===== src/verilog/iaaf_map.vh =====
// Register map, field positions and reset values of the flag block
// How it works
// Transmit master: data mismatch at clock rise flags loss
// Select 0: own clock high at bus fall flags loss
// Select 1: foreign low after start command flags loss
// Data access by direction clears all three flags
// Flag clears on zero write after reading one
// Slave receive, format 0: address match sets flag
// Slave receive, format 0: all-zero frame sets match
// All-zero first frame sets broadcast if either format 0
// Primary format 1, secondary 0: broadcast only, no match
// Written one leaves flags unchanged
// All three flags zero after reset
`ifndef IAAF_MAP_VH
`define IAAF_MAP_VH

// ------------------------------------------------------------
// Register byte offsets
// ------------------------------------------------------------
`define IAAF_OFS_CTRL      8'h00
`define IAAF_OFS_ADDR      8'h04
`define IAAF_OFS_STATUS    8'h08
`define IAAF_OFS_DATA      8'h0c
`define IAAF_OFS_IRQ_STAT  8'h10
`define IAAF_OFS_IRQ_CLR   8'h14
`define IAAF_OFS_IRQ_EN    8'h18

// ------------------------------------------------------------
// Control register bit positions
// ------------------------------------------------------------
`define IAAF_CTRL_MASTER   0
`define IAAF_CTRL_TRANSMIT 1
`define IAAF_CTRL_ARB_SEL  2
`define IAAF_CTRL_START    3
`define IAAF_CTRL_PFS      4
`define IAAF_CTRL_SFS      5
`define IAAF_CTRL_W        6

// ------------------------------------------------------------
// Status flag positions (same layout in irq registers)
// ------------------------------------------------------------
`define IAAF_ST_BCAST      1
`define IAAF_ST_MATCH      2
`define IAAF_ST_ARB        3
`define IAAF_ST_W          4

// ------------------------------------------------------------
// Reset values and frame constants
// ------------------------------------------------------------
`define IAAF_CTRL_RST      6'h00
`define IAAF_ADDR_RST      7'h00
`define IAAF_FLAGS_RST     4'h0
`define IAAF_IRQ_RST       4'h0
`define IAAF_BCAST_FRAME   8'h00
`define IAAF_FRAME_BITS    4'h8

`endif


===== src/verilog/iaaf_top.v =====
// Arbitration-loss and address-recognition flags with Wishbone access
//
// Our own choices: register access over Wishbone and the register offsets.
`timescale 1ns/100ps
`default_nettype none
`include "iaaf_map.vh"

module iaaf_top (
  input  wire        ref_clk_in,     // 20 MHz block clock
  input  wire        sys_rst_in,     // Synchronous reset, high
  // Wishbone classic slave
  input  wire        wb_cyc_in,      // Bus cycle
  input  wire        wb_stb_in,      // Strobe
  input  wire        wb_we_in,       // Write enable
  input  wire [7:0]  wb_adr_in,      // Byte address
  input  wire [3:0]  wb_sel_in,      // Byte lanes
  input  wire [31:0] wb_dat_in,      // Write data
  output reg  [31:0] wb_dat_out,     // Read data
  output reg         wb_ack_out,     // Acknowledge
  // Bus pins and own drive levels
  input  wire        scl_pin_in,     // Sampled clock line
  input  wire        sda_pin_in,     // Sampled data line
  input  wire        int_scl_in,     // Own internal clock level
  input  wire        int_sda_in,     // Own internal data level
  // Flags and interrupt
  output reg         arbitration_lost_flag_out,  // Loss flag
  output reg         own_address_match_flag_out, // Match flag
  output reg         broadcast_address_flag_out, // Broadcast flag
  output reg         irq_out                     // Level interrupt
);

  // ------------------------------------------------------------
  // Pin synchronisers
  // ------------------------------------------------------------
  wire scl_lvl;   // Filtered clock line
  wire scl_rise;  // Clock line rose
  wire scl_fall;  // Clock line fell
  wire sda_lvl;   // Filtered data line
  wire sda_rise;  // Data line rose
  wire sda_fall;  // Data line fell

  iaaf_sync u_scl_sync (
    .ref_clk_in (ref_clk_in),
    .sys_rst_in (sys_rst_in),
    .pin_in     (scl_pin_in),
    .level_out  (scl_lvl),
    .rise_out   (scl_rise),
    .fall_out   (scl_fall)
  );

  iaaf_sync u_sda_sync (
    .ref_clk_in (ref_clk_in),
    .sys_rst_in (sys_rst_in),
    .pin_in     (sda_pin_in),
    .level_out  (sda_lvl),
    .rise_out   (sda_rise),
    .fall_out   (sda_fall)
  );

  // ------------------------------------------------------------
  // Software-visible and internal state
  // ------------------------------------------------------------
  reg [`IAAF_CTRL_W-1:0] ctrl_r;      // Mode and select bits
  reg [6:0]              prim_addr_r; // Primary slave address field
  reg [7:0]              tx_data_r;   // Transfer data, write side
  reg [7:0]              rx_data_r;   // Last completed first frame after start
  reg [`IAAF_ST_W-1:0]   irq_stat_r;  // Sticky event bits
  reg [`IAAF_ST_W-1:0]   irq_en_r;    // Interrupt enables
  reg [`IAAF_ST_W-1:0]   seen_one_r;  // Flag was read as one
  reg                    start_arm_r; // Start issued, not yet driven
  reg [7:0]              shift_r;     // Incoming frame bits
  reg [3:0]              bit_cnt_r;   // Bits of first frame
  reg                    collect_r;   // First frame in progress

  // Mode decode
  wire master_mode   = ctrl_r[`IAAF_CTRL_MASTER];
  wire transmit_mode = ctrl_r[`IAAF_CTRL_TRANSMIT];
  wire arbitration_detect_select = ctrl_r[`IAAF_CTRL_ARB_SEL];
  wire primary_format_select     = ctrl_r[`IAAF_CTRL_PFS];
  wire secondary_format_select   = ctrl_r[`IAAF_CTRL_SFS];
  wire master_tx = master_mode & transmit_mode;
  wire slave_rx  = ~master_mode & ~transmit_mode;

  // ------------------------------------------------------------
  // Bus access decode
  // ------------------------------------------------------------
  // Access taken in the cycle before ack rises
  wire take    = wb_cyc_in & wb_stb_in & ~wb_ack_out;
  wire wr_lo   = take & wb_we_in & wb_sel_in[0];
  wire rd      = take & ~wb_we_in;
  wire hit_ctl = (wb_adr_in == `IAAF_OFS_CTRL);
  wire hit_adr = (wb_adr_in == `IAAF_OFS_ADDR);
  wire hit_st  = (wb_adr_in == `IAAF_OFS_STATUS);
  wire hit_dat = (wb_adr_in == `IAAF_OFS_DATA);
  wire hit_is  = (wb_adr_in == `IAAF_OFS_IRQ_STAT);
  wire hit_ic  = (wb_adr_in == `IAAF_OFS_IRQ_CLR);
  wire hit_ie  = (wb_adr_in == `IAAF_OFS_IRQ_EN);

  // Data register access clears flags by direction
  wire data_clr = (wr_lo & hit_dat & transmit_mode) |
                  (rd & hit_dat & ~transmit_mode);

  // Current flags gathered in status layout
  wire [`IAAF_ST_W-1:0] flags = {arbitration_lost_flag_out,
                                 own_address_match_flag_out,
                                 broadcast_address_flag_out,
                                 1'b0};

  // Zero written over a flag that was read as one
  wire [`IAAF_ST_W-1:0] sw_clr =
    {`IAAF_ST_W{wr_lo & hit_st}} & ~wb_dat_in[`IAAF_ST_W-1:0] &
    seen_one_r;

  // ------------------------------------------------------------
  // Arbitration-loss detection
  // ------------------------------------------------------------
  // Data mismatch sampled at the clock rise
  wire arb_mismatch = master_tx & scl_rise &
                      (int_sda_in != sda_lvl);
  // Own clock still high when the bus clock falls
  wire arb_clk = master_tx & ~arbitration_detect_select &
                 scl_fall & int_scl_in;
  // Someone else pulled data low first after start
  wire arb_start = master_tx & arbitration_detect_select &
                   start_arm_r & ~sda_lvl & int_sda_in;
  wire arb_set = arb_mismatch | arb_clk | arb_start;

  // ------------------------------------------------------------
  // Start, stop and first-frame tracking
  // ------------------------------------------------------------
  wire bus_start = sda_fall & scl_lvl;  // Data falls, clock high
  wire bus_stop  = sda_rise & scl_lvl;  // Data rises, clock high
  wire last_bit  = collect_r & scl_rise &
                   (bit_cnt_r == `IAAF_FRAME_BITS - 4'h1);
  wire [7:0] frame = {shift_r[6:0], sda_lvl};  // Completed frame
  wire frame_zero  = (frame == `IAAF_BCAST_FRAME);
  wire frame_addr  = (frame[7:1] == prim_addr_r);

  // Recognition, only in slave receive mode
  wire match_set = last_bit & slave_rx & ~primary_format_select &
                   (frame_addr |
                    frame_zero);
  wire bcast_set = last_bit & slave_rx & frame_zero &
                   (~primary_format_select |
                    ~secondary_format_select);

  wire [`IAAF_ST_W-1:0] ev = {arb_set, match_set, bcast_set, 1'b0};

  // ------------------------------------------------------------
  // Frame shifter: only the first frame after start matters
  // ------------------------------------------------------------
  always @(posedge ref_clk_in) begin
    if (sys_rst_in) begin
      shift_r   <= 8'h00;
      bit_cnt_r <= 4'h0;
      collect_r <= 1'b0;
      rx_data_r <= 8'h00;
    end else if (bus_start) begin
      // Restart also covers repeated start
      bit_cnt_r <= 4'h0;
      collect_r <= 1'b1;
    end else if (bus_stop) begin
      collect_r <= 1'b0;
    end else if (collect_r && scl_rise) begin
      shift_r   <= frame;
      bit_cnt_r <= bit_cnt_r + 4'h1;
      if (last_bit) begin
        // Frame done; later frames are not looked at here
        collect_r <= 1'b0;
        rx_data_r <= frame;
      end
    end
  end

  // ------------------------------------------------------------
  // Start-command arming for the early-low check
  // ------------------------------------------------------------
  always @(posedge ref_clk_in) begin
    if (sys_rst_in) begin
      start_arm_r <= 1'b0;
    end else if (wr_lo && hit_ctl && wb_dat_in[`IAAF_CTRL_START]) begin
      start_arm_r <= 1'b1;
    end else if (~int_sda_in || arb_start || ~master_tx) begin
      // Disarm once we drive low ourselves or loss seen
      start_arm_r <= 1'b0;
    end
  end

  // ------------------------------------------------------------
  // Status flags: set wins over every clear
  // ------------------------------------------------------------
  always @(posedge ref_clk_in) begin
    if (sys_rst_in) begin
      arbitration_lost_flag_out  <= 1'b0;
      own_address_match_flag_out <= 1'b0;
      broadcast_address_flag_out <= 1'b0;
    end else begin
      if (arb_set) begin
        arbitration_lost_flag_out <= 1'b1;
      end else if (data_clr || sw_clr[`IAAF_ST_ARB]) begin
        arbitration_lost_flag_out <= 1'b0;
      end
      if (match_set) begin
        own_address_match_flag_out <= 1'b1;
      end else if (data_clr || sw_clr[`IAAF_ST_MATCH]) begin
        own_address_match_flag_out <= 1'b0;
      end
      if (bcast_set) begin
        broadcast_address_flag_out <= 1'b1;
      end else if (data_clr || sw_clr[`IAAF_ST_BCAST]) begin
        broadcast_address_flag_out <= 1'b0;
      end
    end
  end

  // ------------------------------------------------------------
  // Read-as-one memory for the two-step clear
  // ------------------------------------------------------------
  // A zero write without a prior read of one must not clear
  always @(posedge ref_clk_in) begin
    if (sys_rst_in) begin
      seen_one_r <= `IAAF_FLAGS_RST;
    end else if (rd && hit_st) begin
      seen_one_r <= flags;
    end else if (wr_lo && hit_st) begin
      seen_one_r <= `IAAF_FLAGS_RST;  // One read, one clear
    end else begin
      seen_one_r <= seen_one_r & flags;  // Drop bits cleared otherwise
    end
  end

  // ------------------------------------------------------------
  // Control, address, data and interrupt registers
  // ------------------------------------------------------------
  always @(posedge ref_clk_in) begin
    if (sys_rst_in) begin
      ctrl_r      <= `IAAF_CTRL_RST;
      prim_addr_r <= `IAAF_ADDR_RST;
      tx_data_r   <= 8'h00;
      irq_en_r    <= `IAAF_IRQ_RST;
    end else if (wr_lo) begin
      if (hit_ctl) begin
        // Start bit is a command, never stored
        ctrl_r <= wb_dat_in[`IAAF_CTRL_W-1:0] &
                  ~(6'h01 << `IAAF_CTRL_START);
      end
      if (hit_adr) begin
        prim_addr_r <= wb_dat_in[6:0];
      end
      if (hit_dat) begin
        tx_data_r <= wb_dat_in[7:0];
      end
      if (hit_ie) begin
        irq_en_r <= wb_dat_in[`IAAF_ST_W-1:0] &
                    ~(4'h1);  // Bit 0 unused
      end
    end
  end

  // Sticky events; a new event beats a clear in the same cycle
  always @(posedge ref_clk_in) begin
    if (sys_rst_in) begin
      irq_stat_r <= `IAAF_IRQ_RST;
    end else if (wr_lo && hit_ic) begin
      irq_stat_r <= (irq_stat_r & ~wb_dat_in[`IAAF_ST_W-1:0]) | ev;
    end else begin
      irq_stat_r <= irq_stat_r | ev;
    end
  end

  // Level interrupt, one cycle behind the status bits
  always @(posedge ref_clk_in) begin
    if (sys_rst_in) begin
      irq_out <= 1'b0;
    end else begin
      irq_out <= |(irq_stat_r & irq_en_r);
    end
  end

  // ------------------------------------------------------------
  // Wishbone answer: one registered ack, a cycle after the request
  // ------------------------------------------------------------
  always @(posedge ref_clk_in) begin
    if (sys_rst_in) begin
      wb_ack_out <= 1'b0;
      wb_dat_out <= 32'h00000000;
    end else begin
      wb_ack_out <= take;
      if (rd) begin
        case (wb_adr_in)
          `IAAF_OFS_CTRL: begin
            wb_dat_out <= {26'h0000000, ctrl_r};
          end
          `IAAF_OFS_ADDR: begin
            wb_dat_out <= {25'h0000000, prim_addr_r};
          end
          `IAAF_OFS_STATUS: begin
            wb_dat_out <= {28'h0000000, flags};
          end
          `IAAF_OFS_DATA: begin
            // Receive side shows the captured frame
            wb_dat_out <= {24'h000000,
                           transmit_mode ? tx_data_r : rx_data_r};
          end
          `IAAF_OFS_IRQ_STAT: begin
            wb_dat_out <= {28'h0000000, irq_stat_r};
          end
          `IAAF_OFS_IRQ_EN: begin
            wb_dat_out <= {28'h0000000, irq_en_r};
          end
          default: begin
            // Unmapped and write-only read as zero
            wb_dat_out <= 32'h00000000;
          end
        endcase
      end
    end
  end

endmodule // iaaf_top

`default_nettype wire


===== src/verilog/iaaf_sync.v =====
// Three-stage pin synchroniser with agreement filter and edge pulses
`timescale 1ns/100ps
`default_nettype none

module iaaf_sync (
  input  wire ref_clk_in,  // Block clock
  input  wire sys_rst_in,  // Synchronous reset, high
  input  wire pin_in,      // Asynchronous pin level
  output reg  level_out,   // Filtered level
  output reg  rise_out,    // One-cycle pulse on rise
  output reg  fall_out     // One-cycle pulse on fall
);

  reg meta_r;   // First stage, read by second only
  reg sync2_r;  // Second stage
  reg sync3_r;  // Third stage

  // ------------------------------------------------------------
  // Shift chain and filtered level
  // ------------------------------------------------------------
  always @(posedge ref_clk_in) begin
    if (sys_rst_in) begin
      meta_r    <= 1'b1;
      sync2_r   <= 1'b1;
      sync3_r   <= 1'b1;
      level_out <= 1'b1;  // Idle bus is high
      rise_out  <= 1'b0;
      fall_out  <= 1'b0;
    end else begin
      meta_r   <= pin_in;
      sync2_r  <= meta_r;
      sync3_r  <= sync2_r;
      rise_out <= 1'b0;
      fall_out <= 1'b0;
      // A change counts only once stages two and three agree
      if ((sync2_r == sync3_r) && (sync3_r != level_out)) begin
        level_out <= sync3_r;
        rise_out  <= sync3_r;
        fall_out  <= ~sync3_r;
      end
    end
  end

endmodule // iaaf_sync

`default_nettype wire


===== config.mk =====
export PLATFORM = sky130hd
export DESIGN_NAME = iaaf_top
export DESIGN_NICKNAME = d
export VERILOG_FILES = /design/src/verilog/iaaf_top.v /design/src/verilog/iaaf_sync.v
export VERILOG_INCLUDE_DIRS = /design/src /design/src/verilog
export SDC_FILE = /design/constraint.sdc
export NUM_CORES = 1
export LEC_CHECK = 0
export ABC_AREA = 1
export BUFFER_PORTS_ARGS = -buffer_cell sky130_fd_sc_hd__buf_2
export CAP_MARGIN = 20
export CELL_PAD_IN_SITES_DETAIL_PLACEMENT = 0
export CELL_PAD_IN_SITES_GLOBAL_PLACEMENT = 1
export CORE_ASPECT_RATIO = 1.1
export CORE_MARGIN = 1
export CORE_UTILIZATION = 34
export CTS_CLUSTER_SIZE = 16
export DETAILED_ROUTE_END_ITERATION = 7
export GPL_ROUTABILITY_DRIVEN = 1
export PLACE_DENSITY = 0.81
export SETUP_SLACK_MARGIN = 0.5
export SKIP_LAST_GASP = 1
export SLEW_MARGIN = 15
export SYNTH_ARGS = -nofsm -noshare
export SYNTH_HDL_FRONTEND = slang
export SYNTH_SLANG_ARGS = --single-unit

===== constraint.sdc =====
create_clock -name ref_clk_in -period 1.2 [get_ports ref_clk_in]
set_input_delay 0.24 -clock ref_clk_in [delete_from_list [all_inputs] [get_ports ref_clk_in]]
set_output_delay 0.24 -clock ref_clk_in [all_outputs]
set_load 0.05 [all_outputs]

Yosys cells after proc, flatten, opt, wreduce, memory -nomap -nowiden. Index checks and enable logic that the tools add are counted.

$add $sub $neg: 1. Reductions and logical operators: 34. Multiplexer cells: 17. Equality and inequality tests: 13. Bitwise gates (word level): 59.

Operators with widths (count): $pmux 8 s6 (1); $and 1x1->1 (30); $eq 8x5->1 const B (3); $and 4x4->4 (5); $eq 8x4->1 const B (2); $logic_not 8->1 (2); $not 1->1 (16); $mux 1 (12); $mux 4 (3); $reduce_and 2->1 (6); $eq 8x3->1 const B (1); $logic_and 1x1->1 (8); $mux 8 (1); $or 4x4->4 (2); $reduce_bool 2->1 (4); $eq 7x7->1 (1); $reduce_bool 3->1 (2); $reduce_or 2->1 (3); $logic_or 1x1->1 (5); $or 1x1->1 (5); $add 4x1->4 const B (1); $eq 4x3->1 const B (1); $not 4->4 (1); $reduce_and 4->1 (1); 5 further kinds (8).

Word-level logic and storage cells: 154. Output and inout bits: 37. Register bits after elaboration: 101. Input port bits: 53.

Longest topological paths before layout. Gate-level depths: netlist (run 1).

Depth after elaboration: 10. Mapped depth: 10. Mapped depth without buffers: 10.

Hierarchy. From an unflattened synthesis (run 1), not the netlist that was laid out.

Cells, all modules: 496. Area total of the unflattened synthesis: 3649.8 um^2.

Modules (own cells, without submodules): iaaf_top (cells an instance 460, area an instance 3279.4 um^2, sequential area each 1281.2 um^2, times used 1); iaaf_sync (cells an instance 18, area an instance 185.2 um^2, sequential area each 120.1 um^2, times used 2).

Worst setup path before layout (run 1). Ideal clock, no wire load.

Path kind: register to register. Start point: register wb_ack_out. End point: register arbitration_lost_flag_out. Stages on the path, launching flop included: 9. Arrival time: 1300 ps. Path buffers: 0. Required time: 1072 ps. Path slack: -228 ps. Setup time: 128 ps. Period minus slack after synthesis: 1428 ps. Cells stage by stage: dfxtp_1 > nor2_4 > nand3_2 > nor2_4 > nand2_1 > nand2_1 > nor2_1 > nor2_1 > nor2_1.

Cells in the longest elaborated chain, start to end: 9. Elaborated cells between the ends (all ways): 15. Those cells by class: bitwise: 13; reduce/logical: 2.

Ends and longest elaborated chain: from (decl) (line iaaf_top.v:19) `output reg wb_ack_out,`; from (signal assigned) (line iaaf_top.v:288) `wb_ack_out <= take;`; $not 1->1 (*) (line iaaf_top.v:88) `wire take = wb_cyc_in & wb_stb_in & ~wb_ack_out;`; $and 1x1->1 (*) (line iaaf_top.v:88); $and 1x1->1 (2 in series) (line iaaf_top.v:89) `wire wr_lo = take & wb_we_in & wb_sel_in[0];`; $and 1x1->1, on equally long branches (line iaaf_top.v:100, iaaf_top.v:111); $and 1x1->1 / $and 4x4->4 (equally long branches) (line iaaf_top.v:100, iaaf_top.v:111); $or 1x1->1 / $and 4x4->4 (equally long branches) (line iaaf_top.v:100, iaaf_top.v:111); $logic_or 1x1->1 (*) (line iaaf_top.v:200) `` end else if (data_clr || sw_clr[`IAAF_ST_ARB]) begin ``; $reduce_bool 2->1 (no source line) (*); to (signal assigned) (line iaaf_top.v:194) `arbitration_lost_flag_out <= 1'b0;`; to (signal assigned) (line iaaf_top.v:199) `arbitration_lost_flag_out <= 1'b1;`; to (signal assigned) (line iaaf_top.v:201) `arbitration_lost_flag_out <= 1'b0;`; to (decl) (line iaaf_top.v:26) `output reg arbitration_lost_flag_out,`.

Every way passes the cells marked *; elsewhere a longest branch is shown, timed or not. A chain may end at the register's enable or synchronous reset.

Worst setup path in the final report (run 1).
Start point: register wb_ack_out. End point: register irq_stat_r[3].

Cells in the longest elaborated chain, start to end: 6.

Ends and longest elaborated chain: $not 1->1 (line iaaf_top.v:88); $and 1x1->1 (line iaaf_top.v:88); $and 1x1->1 (2 in series) (line iaaf_top.v:89); $logic_and 1x1->1 (line iaaf_top.v:264) `end else if (wr_lo && hit_ic) begin`; $mux 4 (line iaaf_top.v:264); to (signal assigned) (line iaaf_top.v:263) `` irq_stat_r <= `IAAF_IRQ_RST; ``; to (signal assigned) (line iaaf_top.v:265) `` irq_stat_r <= (irq_stat_r & ~wb_dat_in[`IAAF_ST_W-1:0]) | ev; ``; to (signal assigned) (line iaaf_top.v:267) `irq_stat_r <= irq_stat_r | ev;`; to (decl) (line iaaf_top.v:67) `` reg [`IAAF_ST_W-1:0] irq_stat_r; ``.

Every way passes these cells.

==> impl_results.md, run 1 <==
* Clock transition at path regs at 0.06 ns
* Die X at 100 µm
* Reg2Reg Setup Slack at -0.12 ns
* Clk pwr share at 0.487
* Post-synth ARST share at 0
* Post-DP HPWL at 7050 µm
* Overall power at 0.00584 W
* Die area at 11000 µm²
* LEAKAGE at 2.51 nW
* P_sw at 0.00146 W
* Worst hold slack at 0.0861 ns
* Cell Area, Placed at 4430 µm²
* CORE AREA at 10300 µm²
* ANT cells at 0
* Initial core utilization at 0.349
* Min Clock Period, post-route at 1.32 ns
* Post-synth top area share at 0.422
* Synth warnings at 0
* Sequential fraction of the synthesis area at 0.422
* Worst vdd ir at 0.644 mV
* Max Cap Viol at 0
* Final wirelength at 10200 µm
* Root Buffer: clkbuf_16
* RSZ-0062 raised after global routing: true
* Largest cells by area after synthesis: dfxtp_1, nand2_1, nor2_1
* Fin area at 5590 µm²
* Ports at 90
* Share of cells above drive strength 1 at 0.471
* Post-Syn Area at 3610 µm²
* Max Slew Vio Count at 0
* Initial DRT Pass Iterations at 4
* IO Port Bufs at 38
* Share of power burned in registers at 0.430
* P_int at 0.00438 W
* Setup violators final at 48
* Crit path kind: reg2reg
* Status: finished with violations
* GRT Util Overall at 0.192
* Final WS setup at -0.124 ns
* Final ANT Viol Nets at 0
* # DRC at 0
* Synth Area per Inst at 7.26 µm²
* Worst-Skew Late Latency at 0.34 ns
* Final worst-path cycle share at 1.10
* Cells after synthesis at 497
* Die height at 110 µm
* Cts bufs inserted at 9
* Most frequent cell after synthesis: nand2_1
* Initial DRC count at 167
* Largest net degree at the start of global routing at 44
* Avg Vias per Cell at 4.55
* Power density cells at 1050 nW/µm²
* Most used DFF post-synth: dfxtp_1
* Worst Setup End Kind: flop
* CTS max path bufs at 2
* Worst slack, placed at -0.228 ns
* CTS tree: built
* Hold-fix buffers, CTS at 0
* NumNets Final at 667
* Combinational share of power at 0.084
* Register bit count reported by yosys at 76
* Drt wl/cell at 13.4 µm
* Worst Path Arrival at 1.55 ns
* Layout area overhead at 54.9%
* Sw frac at 0.251
* Post-synth EDFFs at 0
* Cell variety after synth at 35
* HP Class: in2reg
* Setup Skew at 0.00949 ns
* Fmax at 0.755 GHz
* Initial antenna violation count at 0
* Hold Vio Cnt, Final at 0
* Gr ovfl total at 0
* GP Congestion at 0.819
* Number of H-tree levels at 3
* Worst Path Max Fanout at 4
* Violated checks: setup timing
* Via count at 3462
* Synth cell count leaders: nand2_1, nor2_1, dfxtp_1, o21ai_0
* CTS Sinks at 76
* Worst Path Required at 1.43 ns
* Vias in the first global route at 3422
* Synth area leader: dfxtp_1
* First-pass GRT wire length at 16100 µm
* Row cnt at 39
* Element type at the critical path start: flop
* Setup TNS at -2.49 ns
power groups by stage:
stage | sequential, W | combinational [W] | clock (W)
floorplan | 0.00257 | 0.000367 | 0
global placement | 0.00257 | 0.000431 | 0
detailed placement | 0.00257 | 0.000435 | 0
CTS | 0.00251 | 0.000470 | 0.00287
global route | 0.00251 | 0.000519 | 0.00298
finish | 0.00251 | 0.000488 | 0.00284
stage by stage:
step                      utilization  cells
after floorplan                     -    520
after global placement          0.428    716
after detailed placement        0.428    716
after CTS                       0.509    749
after global routing            0.540    761
final                           0.540    761
cell type report:
type | count | area (µm²)
fillers | 987 | 4760
multi-input cells | 364 | 2150
flip-flops and latches | 76 | 1600
repair buffers | 115 | 1120
clock buffers | 11 | 254
inverters | 47 | 231
well taps | 143 | 179
clock inverters | 5 | 58.8
sequential cells by signal, summed over array words and instances (netlist names), 3 cells and up:
| register | flops |
|---|---|
| shift_r | 7 |
| wb_dat_out | 8 |
| irq_en_r | 3 |
| seen_one_r | 3 |
| rx_data_r | 8 |
| bit_cnt_r | 4 |
| tx_data_r | 8 |
| irq_stat_r | 4 |
| ctrl_r | 5 |
| prim_addr_r | 7 |
layout by cell type, fill, tap and decap left out, types with 14 or more instances in the layout:
cell type / netlist / routed
nand2_1: 93 / 72
nor2_1: 79 / 65
dfxtp_1: 76 / 42
buf_4: 24 / 42
inv_1: 38 / 28
o21ai_1: 4 / 25
buf_2: 1 / 25
buf_6: 2 / 25
a21oi_1: 38 / 24
conb_1: 1 / 24
dfxtp_2: 0 / 20
nand2_2: 7 / 19
nand3_1: 25 / 19
nor2_4: 9 / 18
a21oi_2: 2 / 16
dfxtp_4: 0 / 14
buf_8: 0 / 14
critical path, cell delays in order, from the launching register on:
cell,delay [ns]
dfxtp_4,0.35
nor2_4,0.15
inv_2,0.08
nor2_4,0.18
nand3_2,0.13
o21a_1,0.20
nor2_1,0.08
nor2_1,0.04
routing by layer:
layer	share of wire	track usage
met5	0	0
met4	0.041	0.101
met2	0.53	0.359
met3	0.029	0.0322
met1	0.40	0.207
repair_timing:
action	in CTS	in global routing
gates cloned	1	0
endpoints found under the setup margin	81	83
pin swaps	41	31
buffers inserted	16	12
resized for setup	115	73
cell families after synthesis:
family,after synthesis,share of synthesized area
buffers and inverters,80,0.114
DFF,76,0.422
and+or+nand+nor,237,0.301
AOI/OAI and AO/OA,95,0.141
adders and majority gates,1,0.00347
xor gates and xnor gates,7,0.0170
other,1,0.00104
path summary, 6_finish.rpt:
kind / from / to / cells past startpoint
setup / recovery: wb_ack_out / irq_stat_r[3] / 7
hold / removal: sda_pin_in / u_sda_sync.meta_r / 2
setup reg to reg: wb_ack_out / irq_stat_r[3] / 7
hold reg to reg: u_scl_sync.meta_r / u_scl_sync.sync2_r / 1
(Power assumes the default switching activity.)
==> run 2: changes to the inputs <==
- CORE_UTILIZATION: 34 -> 35
- CTS_BUF_LIST: unset -> sky130_fd_sc_hd__clkbuf_2 sky130_fd_sc_hd__clkbuf_4 sky130_fd_sc_hd__clkbuf_8
- PLACE_DENSITY: 0.81 -> 0.83
==> run 2 against run 1 <==
The run still ends with setup timing left. Core utilization increased by 0.73 points. Global-route usage decreased by 0.082 points. Final area fell by 2.6%. First-iteration DRC count fell by 26%. Non-clock buffer count decreased by 7. Count of clock-buffer cells in the layout fell by 1. Cell count shrank 3.9%. Combinational power about the same. Setup slack got worse by 0.0041 ns.
==> impl_results.md, run 2 (same netlist as run 1, synthesis figures left out) <==
* Worst Setup End Kind: flop
* Root Buffer: clkbuf_8
* Setup violators final at 44
* Combinational share of power at 0.091
* Number of H-tree levels at 3
* First-pass GRT wire length at 15800 µm
* Largest net degree at the start of global routing at 44
* Clk pwr share at 0.444
* Clock transition at path regs at 0.08 ns
* Worst vdd ir at 0.569 mV
* Worst Path Max Fanout at 4
* Endpoint of the worst register-to-register path: irq_stat_r[3]
* Via count at 3543
* Hold Crit Depth at 2
* R2R Path Start: wb_ack_out
* Status: finished with violations
* Initial antenna violation count at 0
* Worst-Skew Late Latency at 0.35 ns
* Worst min-delay path startpoint: sda_pin_in
* Min Clock Period, post-route at 1.33 ns
* Setup TNS at -2.70 ns
* CTS tree: built
* Share of cells above drive strength 1 at 0.481
* Die area at 10700 µm²
* Gr ovfl total at 0
* Final WS setup at -0.128 ns
* Commonest non-fill, non-tap cells in the layout: nand2_1, nor2_1, dfxtp_1, buf_4, o21ai_2
* CTS max path bufs at 2
* CTS Sinks at 76
* Placed Cells incl. Taps at 690
* Ports at 90
* Row cnt at 38
* Worst-case reg-to-reg path depth at 7
* NumNets Final at 660
* Sw frac at 0.250
* Die X at 98.8 µm
* Reg2Reg Setup Slack at -0.13 ns
* Initial DRC count at 123
* # DRC at 0
* RSZ-0062 raised after global routing: true
* Crit path kind: reg2reg
* P_sw at 0.00135 W
* CORE AREA at 9940 µm²
* Violated checks: setup timing
* Final worst-path cycle share at 1.11
* Post-DP HPWL at 7030 µm
* Final ANT Viol Nets at 0
* Avg Vias per Cell at 4.85
* Commonest non-fill, non-tap cell in the layout: nand2_1
* HP Class: in2reg
* Final wirelength at 10200 µm
* Drt wl/cell at 13.9 µm
* Vias in the first global route at 3452
* GRT Util Overall at 0.191
* Power density cells at 990 nW/µm²
* Fmax at 0.753 GHz
* ANT cells at 0
* IO Port Bufs at 38
* Setup Skew at 0.00632 ns
* Layout Cells excl Fill at 731
* LEAKAGE at 2.41 nW
* P_int at 0.00404 W
* Hold Vio Cnt, Final at 0
* Initial DRT Pass Iterations at 4
* Cts bufs inserted at 9
* Die height at 108 µm
* Regs by FF count: rx_data_r x8, tx_data_r x8, wb_dat_out x8
* Max Slew Vio Count at 0
* Worst hold slack at 0.0666 ns
* Element type at the critical path start: flop
* Max Cap Viol at 0
* Share of power burned in registers at 0.465
* Worst Path Arrival at 1.57 ns
* Initial core utilization at 0.363
* WHS Endpoint: u_sda_sync.meta_r
* Layout area overhead at 50.8%
* GP Congestion at 0.841
* Worst Path Required at 1.44 ns
## run 2: changes by cell type in the layout (fill, tap and decap cells not counted), sizes merged
cell / before / now
buf: 115 / 108
clkinv: 3 / 1
bufinv: 1 / 3
clkbuf: 11 / 10
clkinvlp: 2 / 1
inv: 46 / 48
## run 2: what timing repair did
action,4_1_cts,5_1_grt
hold endpoints to repair,0,0
resized for setup,101,96
endpoints found under the setup margin,83,83
cloned,1,0
pin swaps,35,37
setup buffers,15,9
hold buffers,0,0
## run 2: critical path, cell delays in order (launching register included)
cell and delay [ns]:
dfxtp_4 0.35, nor2_4 0.13, inv_2 0.07, nor2_4 0.23, nand3_4 0.13, o21a_1 0.19, nor2_1 0.08, nor2_1 0.04
## run 2: power groups by stage
stage                     logic (W)  registers [W]  clock network (W)
after global routing       0.000518        0.00251            0.00258
after global placement     0.000429        0.00257                  0
after CTS                  0.000455        0.00251            0.00244
after floorplan            0.000367        0.00257                  0
final                      0.000488        0.00251            0.00239
after detailed placement   0.000434        0.00257                  0
## run 2: layer usage
metal | up-vias | track usage | share of wire
met1 | 1649 | 0.202 | 0.39
li1 | 1779 | - | -
met3 | 30 | 0.0343 | 0.031
met2 | 85 | 0.363 | 0.54
met5 | - | 0 | 0
met4 | 0 | 0.0949 | 0.037
## run 2: worst max path at each step
stage | startpoint | end | slack [ns]
4_1_cts | wb_ack_out | prim_addr_r[1] | -0.12
3_3_place_gp | wb_cyc_in | arbitration_lost_flag_out | -0.20
6_report | wb_ack_out | irq_stat_r[3] | -0.13
2_1_floorplan | wb_ack_out | arbitration_lost_flag_out | -0.07
5_1_grt | wb_ack_out | irq_en_r[2] | -0.20
3_5_place_dp | wb_adr_in[4] | tx_data_r[5] | -0.22
## run 2: stage by stage
stage / utilization / area [µm²] / setup WS, ns / power (W)
floorplan: - / 3910 / -0.0677 / 0.00294
global placement: 0.441 / 4380 / -0.199 / 0.00300
detailed placement: 0.441 / 4380 / -0.218 / 0.00300
CTS: 0.510 / 5060 / -0.124 / 0.00540
global route: 0.547 / 5440 / -0.204 / 0.00561
finish: 0.547 / 5440 / -0.128 / 0.00539
## run 2: final cells by class
class | instances | area [µm²]
clock buffer | 10 | 131
clock inverter | 6 | 111
fill | 900 | 4500
inverter | 47 | 224
multi-input combinational | 364 | 2220
sequential | 76 | 1600
tap | 120 | 150
timing repair buffer | 108 | 1010
==> run 3: changes to the inputs <==
- PLACE_DENSITY: 0.83 -> unset
- PLACE_DENSITY_LB_ADDON: unset -> 0.1
==> run 3 against run 2 <==
The flow still finishes with violations (setup timing). Sequential power about the same. Die area unchanged. Core utilization shrank 0.67 points. Sequential share of layout area rose by 0.29 points. Final area shrank 1.2%. Routed wire length is 0.48% higher. Cell count increased by 0.68%.
==> impl_results.md, run 3 (same netlist as run 1, synthesis figures left out) <==
* RSZ-0062 raised after global routing: true
* Hold-fix buffers, CTS at 0
* Root Buffer: clkbuf_8
* Power density cells at 965 nW/µm²
* Largest net degree at the start of global routing at 44
* Crit path kind: reg2reg
* Commonest non-fill, non-tap cells in the layout: nand2_1, nor2_1, dfxtp_1, buf_4
* Max Slew Vio Count at 0
* NumNets Final at 665
* Final ANT Viol Nets at 0
* Final WS setup at -0.120 ns
* Hold Crit Depth at 2
* Initial antenna violation count at 0
* # DRC at 0
* Post-layout util at 0.541
* First-pass GRT wire length at 16300 µm
* Reg2Reg Setup Slack at -0.12 ns
* Number of H-tree levels at 3
* Worst-case reg-to-reg path depth at 7
* Setup Skew at 0.00979 ns
* Max Cap Viol at 0
* Die X at 98.8 µm
* Post-DP HPWL at 7420 µm
* LEAKAGE at 2.42 nW
* Die height at 108 µm
* Element type at the critical path start: flop
* Placed Cells incl. Taps at 703
* Final wirelength at 10200 µm
* Fill count at 982
* Initial core utilization at 0.363
* Die area at 10700 µm²
* Worst slack, placed at -0.228 ns
* Worst Path Max Fanout at 5
* Sequential cell area at 1590 µm²
* Status: finished with violations
* Worst hold slack at 0.0631 ns
* Avg Vias per Cell at 4.66
* Layout area overhead at 48.9%
* Ports at 90
* Clock transition at path regs at 0.08 ns
* Initial DRT Pass Iterations at 4
* HP Class: in2reg
* CORE AREA at 9940 µm²
* Share of cells above drive strength 1 at 0.492
* Worst vdd ir at 0.625 mV
* Multi-input gate area at 2170 µm²
* Fmax at 0.758 GHz
* Hold Vio Cnt, Final at 0
* Regs by FF count: rx_data_r x8, tx_data_r x8, wb_dat_out x8
* Commonest non-fill, non-tap cell in the layout: nand2_1
* Initial DRC count at 110
* Drt wl/cell at 13.9 µm
* Via count at 3427
* ANT cells at 0
* Cts bufs inserted at 9
* Setup violators final at 38
* CTS tree: built
* Worst Setup End Kind: flop
* IO Port Bufs at 38
* GP Congestion at 0.780
* Final worst-path cycle share at 1.10
* Worst-Skew Late Latency at 0.36 ns
* Violated checks: setup timing
* Setup TNS at -2.18 ns
* Gr ovfl total at 0
* Row cnt at 38
* Worst Path Required at 1.44 ns
* Min Clock Period, post-route at 1.32 ns
* GRT Util Overall at 0.203
* CTS Sinks at 76
* Worst Path Arrival at 1.56 ns
* CTS max path bufs at 2
* Vias in the first global route at 3337
* Layout Cells excl Fill at 736
[run 3: changes by cell type in the layout (fill, tap and decap cells not counted), sizes merged]
cell / change
clkinv: +1
clkinvlp: +1
bufinv: -1
buf: +5
inv: -1
[run 3: final timing paths]
| kind | from | end |
|---|---|---|
| min | sda_pin_in | u_sda_sync.meta_r |
| max | wb_ack_out | irq_stat_r[3] |
| min reg2reg | u_scl_sync.meta_r | u_scl_sync.sync2_r |
| max reg2reg | wb_ack_out | irq_stat_r[3] |
[run 3: worst max-delay path, stage by stage (launching register included)]
cell and delay [ns]:
dfxtp_4 0.36, nor2_4 0.13, inv_2 0.07, nor2_4 0.18, nand3_2 0.12, o21a_1 0.19, nor2_1 0.10, nor2_1 0.04
[run 3: final cells by class]
| class | count | share of cell area |
|---|---|---|
| clock inverters | 6 | 0.0165 |
| multi-input cells | 364 | 0.403 |
| inverters | 47 | 0.0403 |
| well taps | 120 | 0.0279 |
| repair buffers | 113 | 0.191 |
| clock buffers | 10 | 0.0244 |
| flip-flops and latches | 76 | 0.296 |
[run 3: stage by stage]
stage / total power [W] / area, µm²
finish: 0.00519 / 5370
global route: 0.00538 / 5370
CTS: 0.00522 / 5040
detailed placement: 0.00300 / 4440
global placement: 0.00300 / 4440
floorplan: 0.00294 / 3910
[run 3: metal layers]
metal  GRT usage  up-vias  part of all wire
li1            -     1782                 -
met1       0.234     1583              0.43
met2       0.374       48              0.53
met3      0.0349       14             0.021
met4      0.0789        0             0.022
met5           0        -                 0
[run 3: what timing repair did]
item                                    CTS  global route
pin swaps                                35            35
endpoints found under the hold margin     0             0
endpoints found under the setup margin   83            83
buffers inserted                         10             7
gates resized for setup                 111            84
[run 3: report_power, final]
group,switching (W),total [W],internal [W]
registers,0.00000616,0.00251,0.00250
clock network,0.00101,0.00221,0.00119
logic,0.000351,0.000471,0.000120
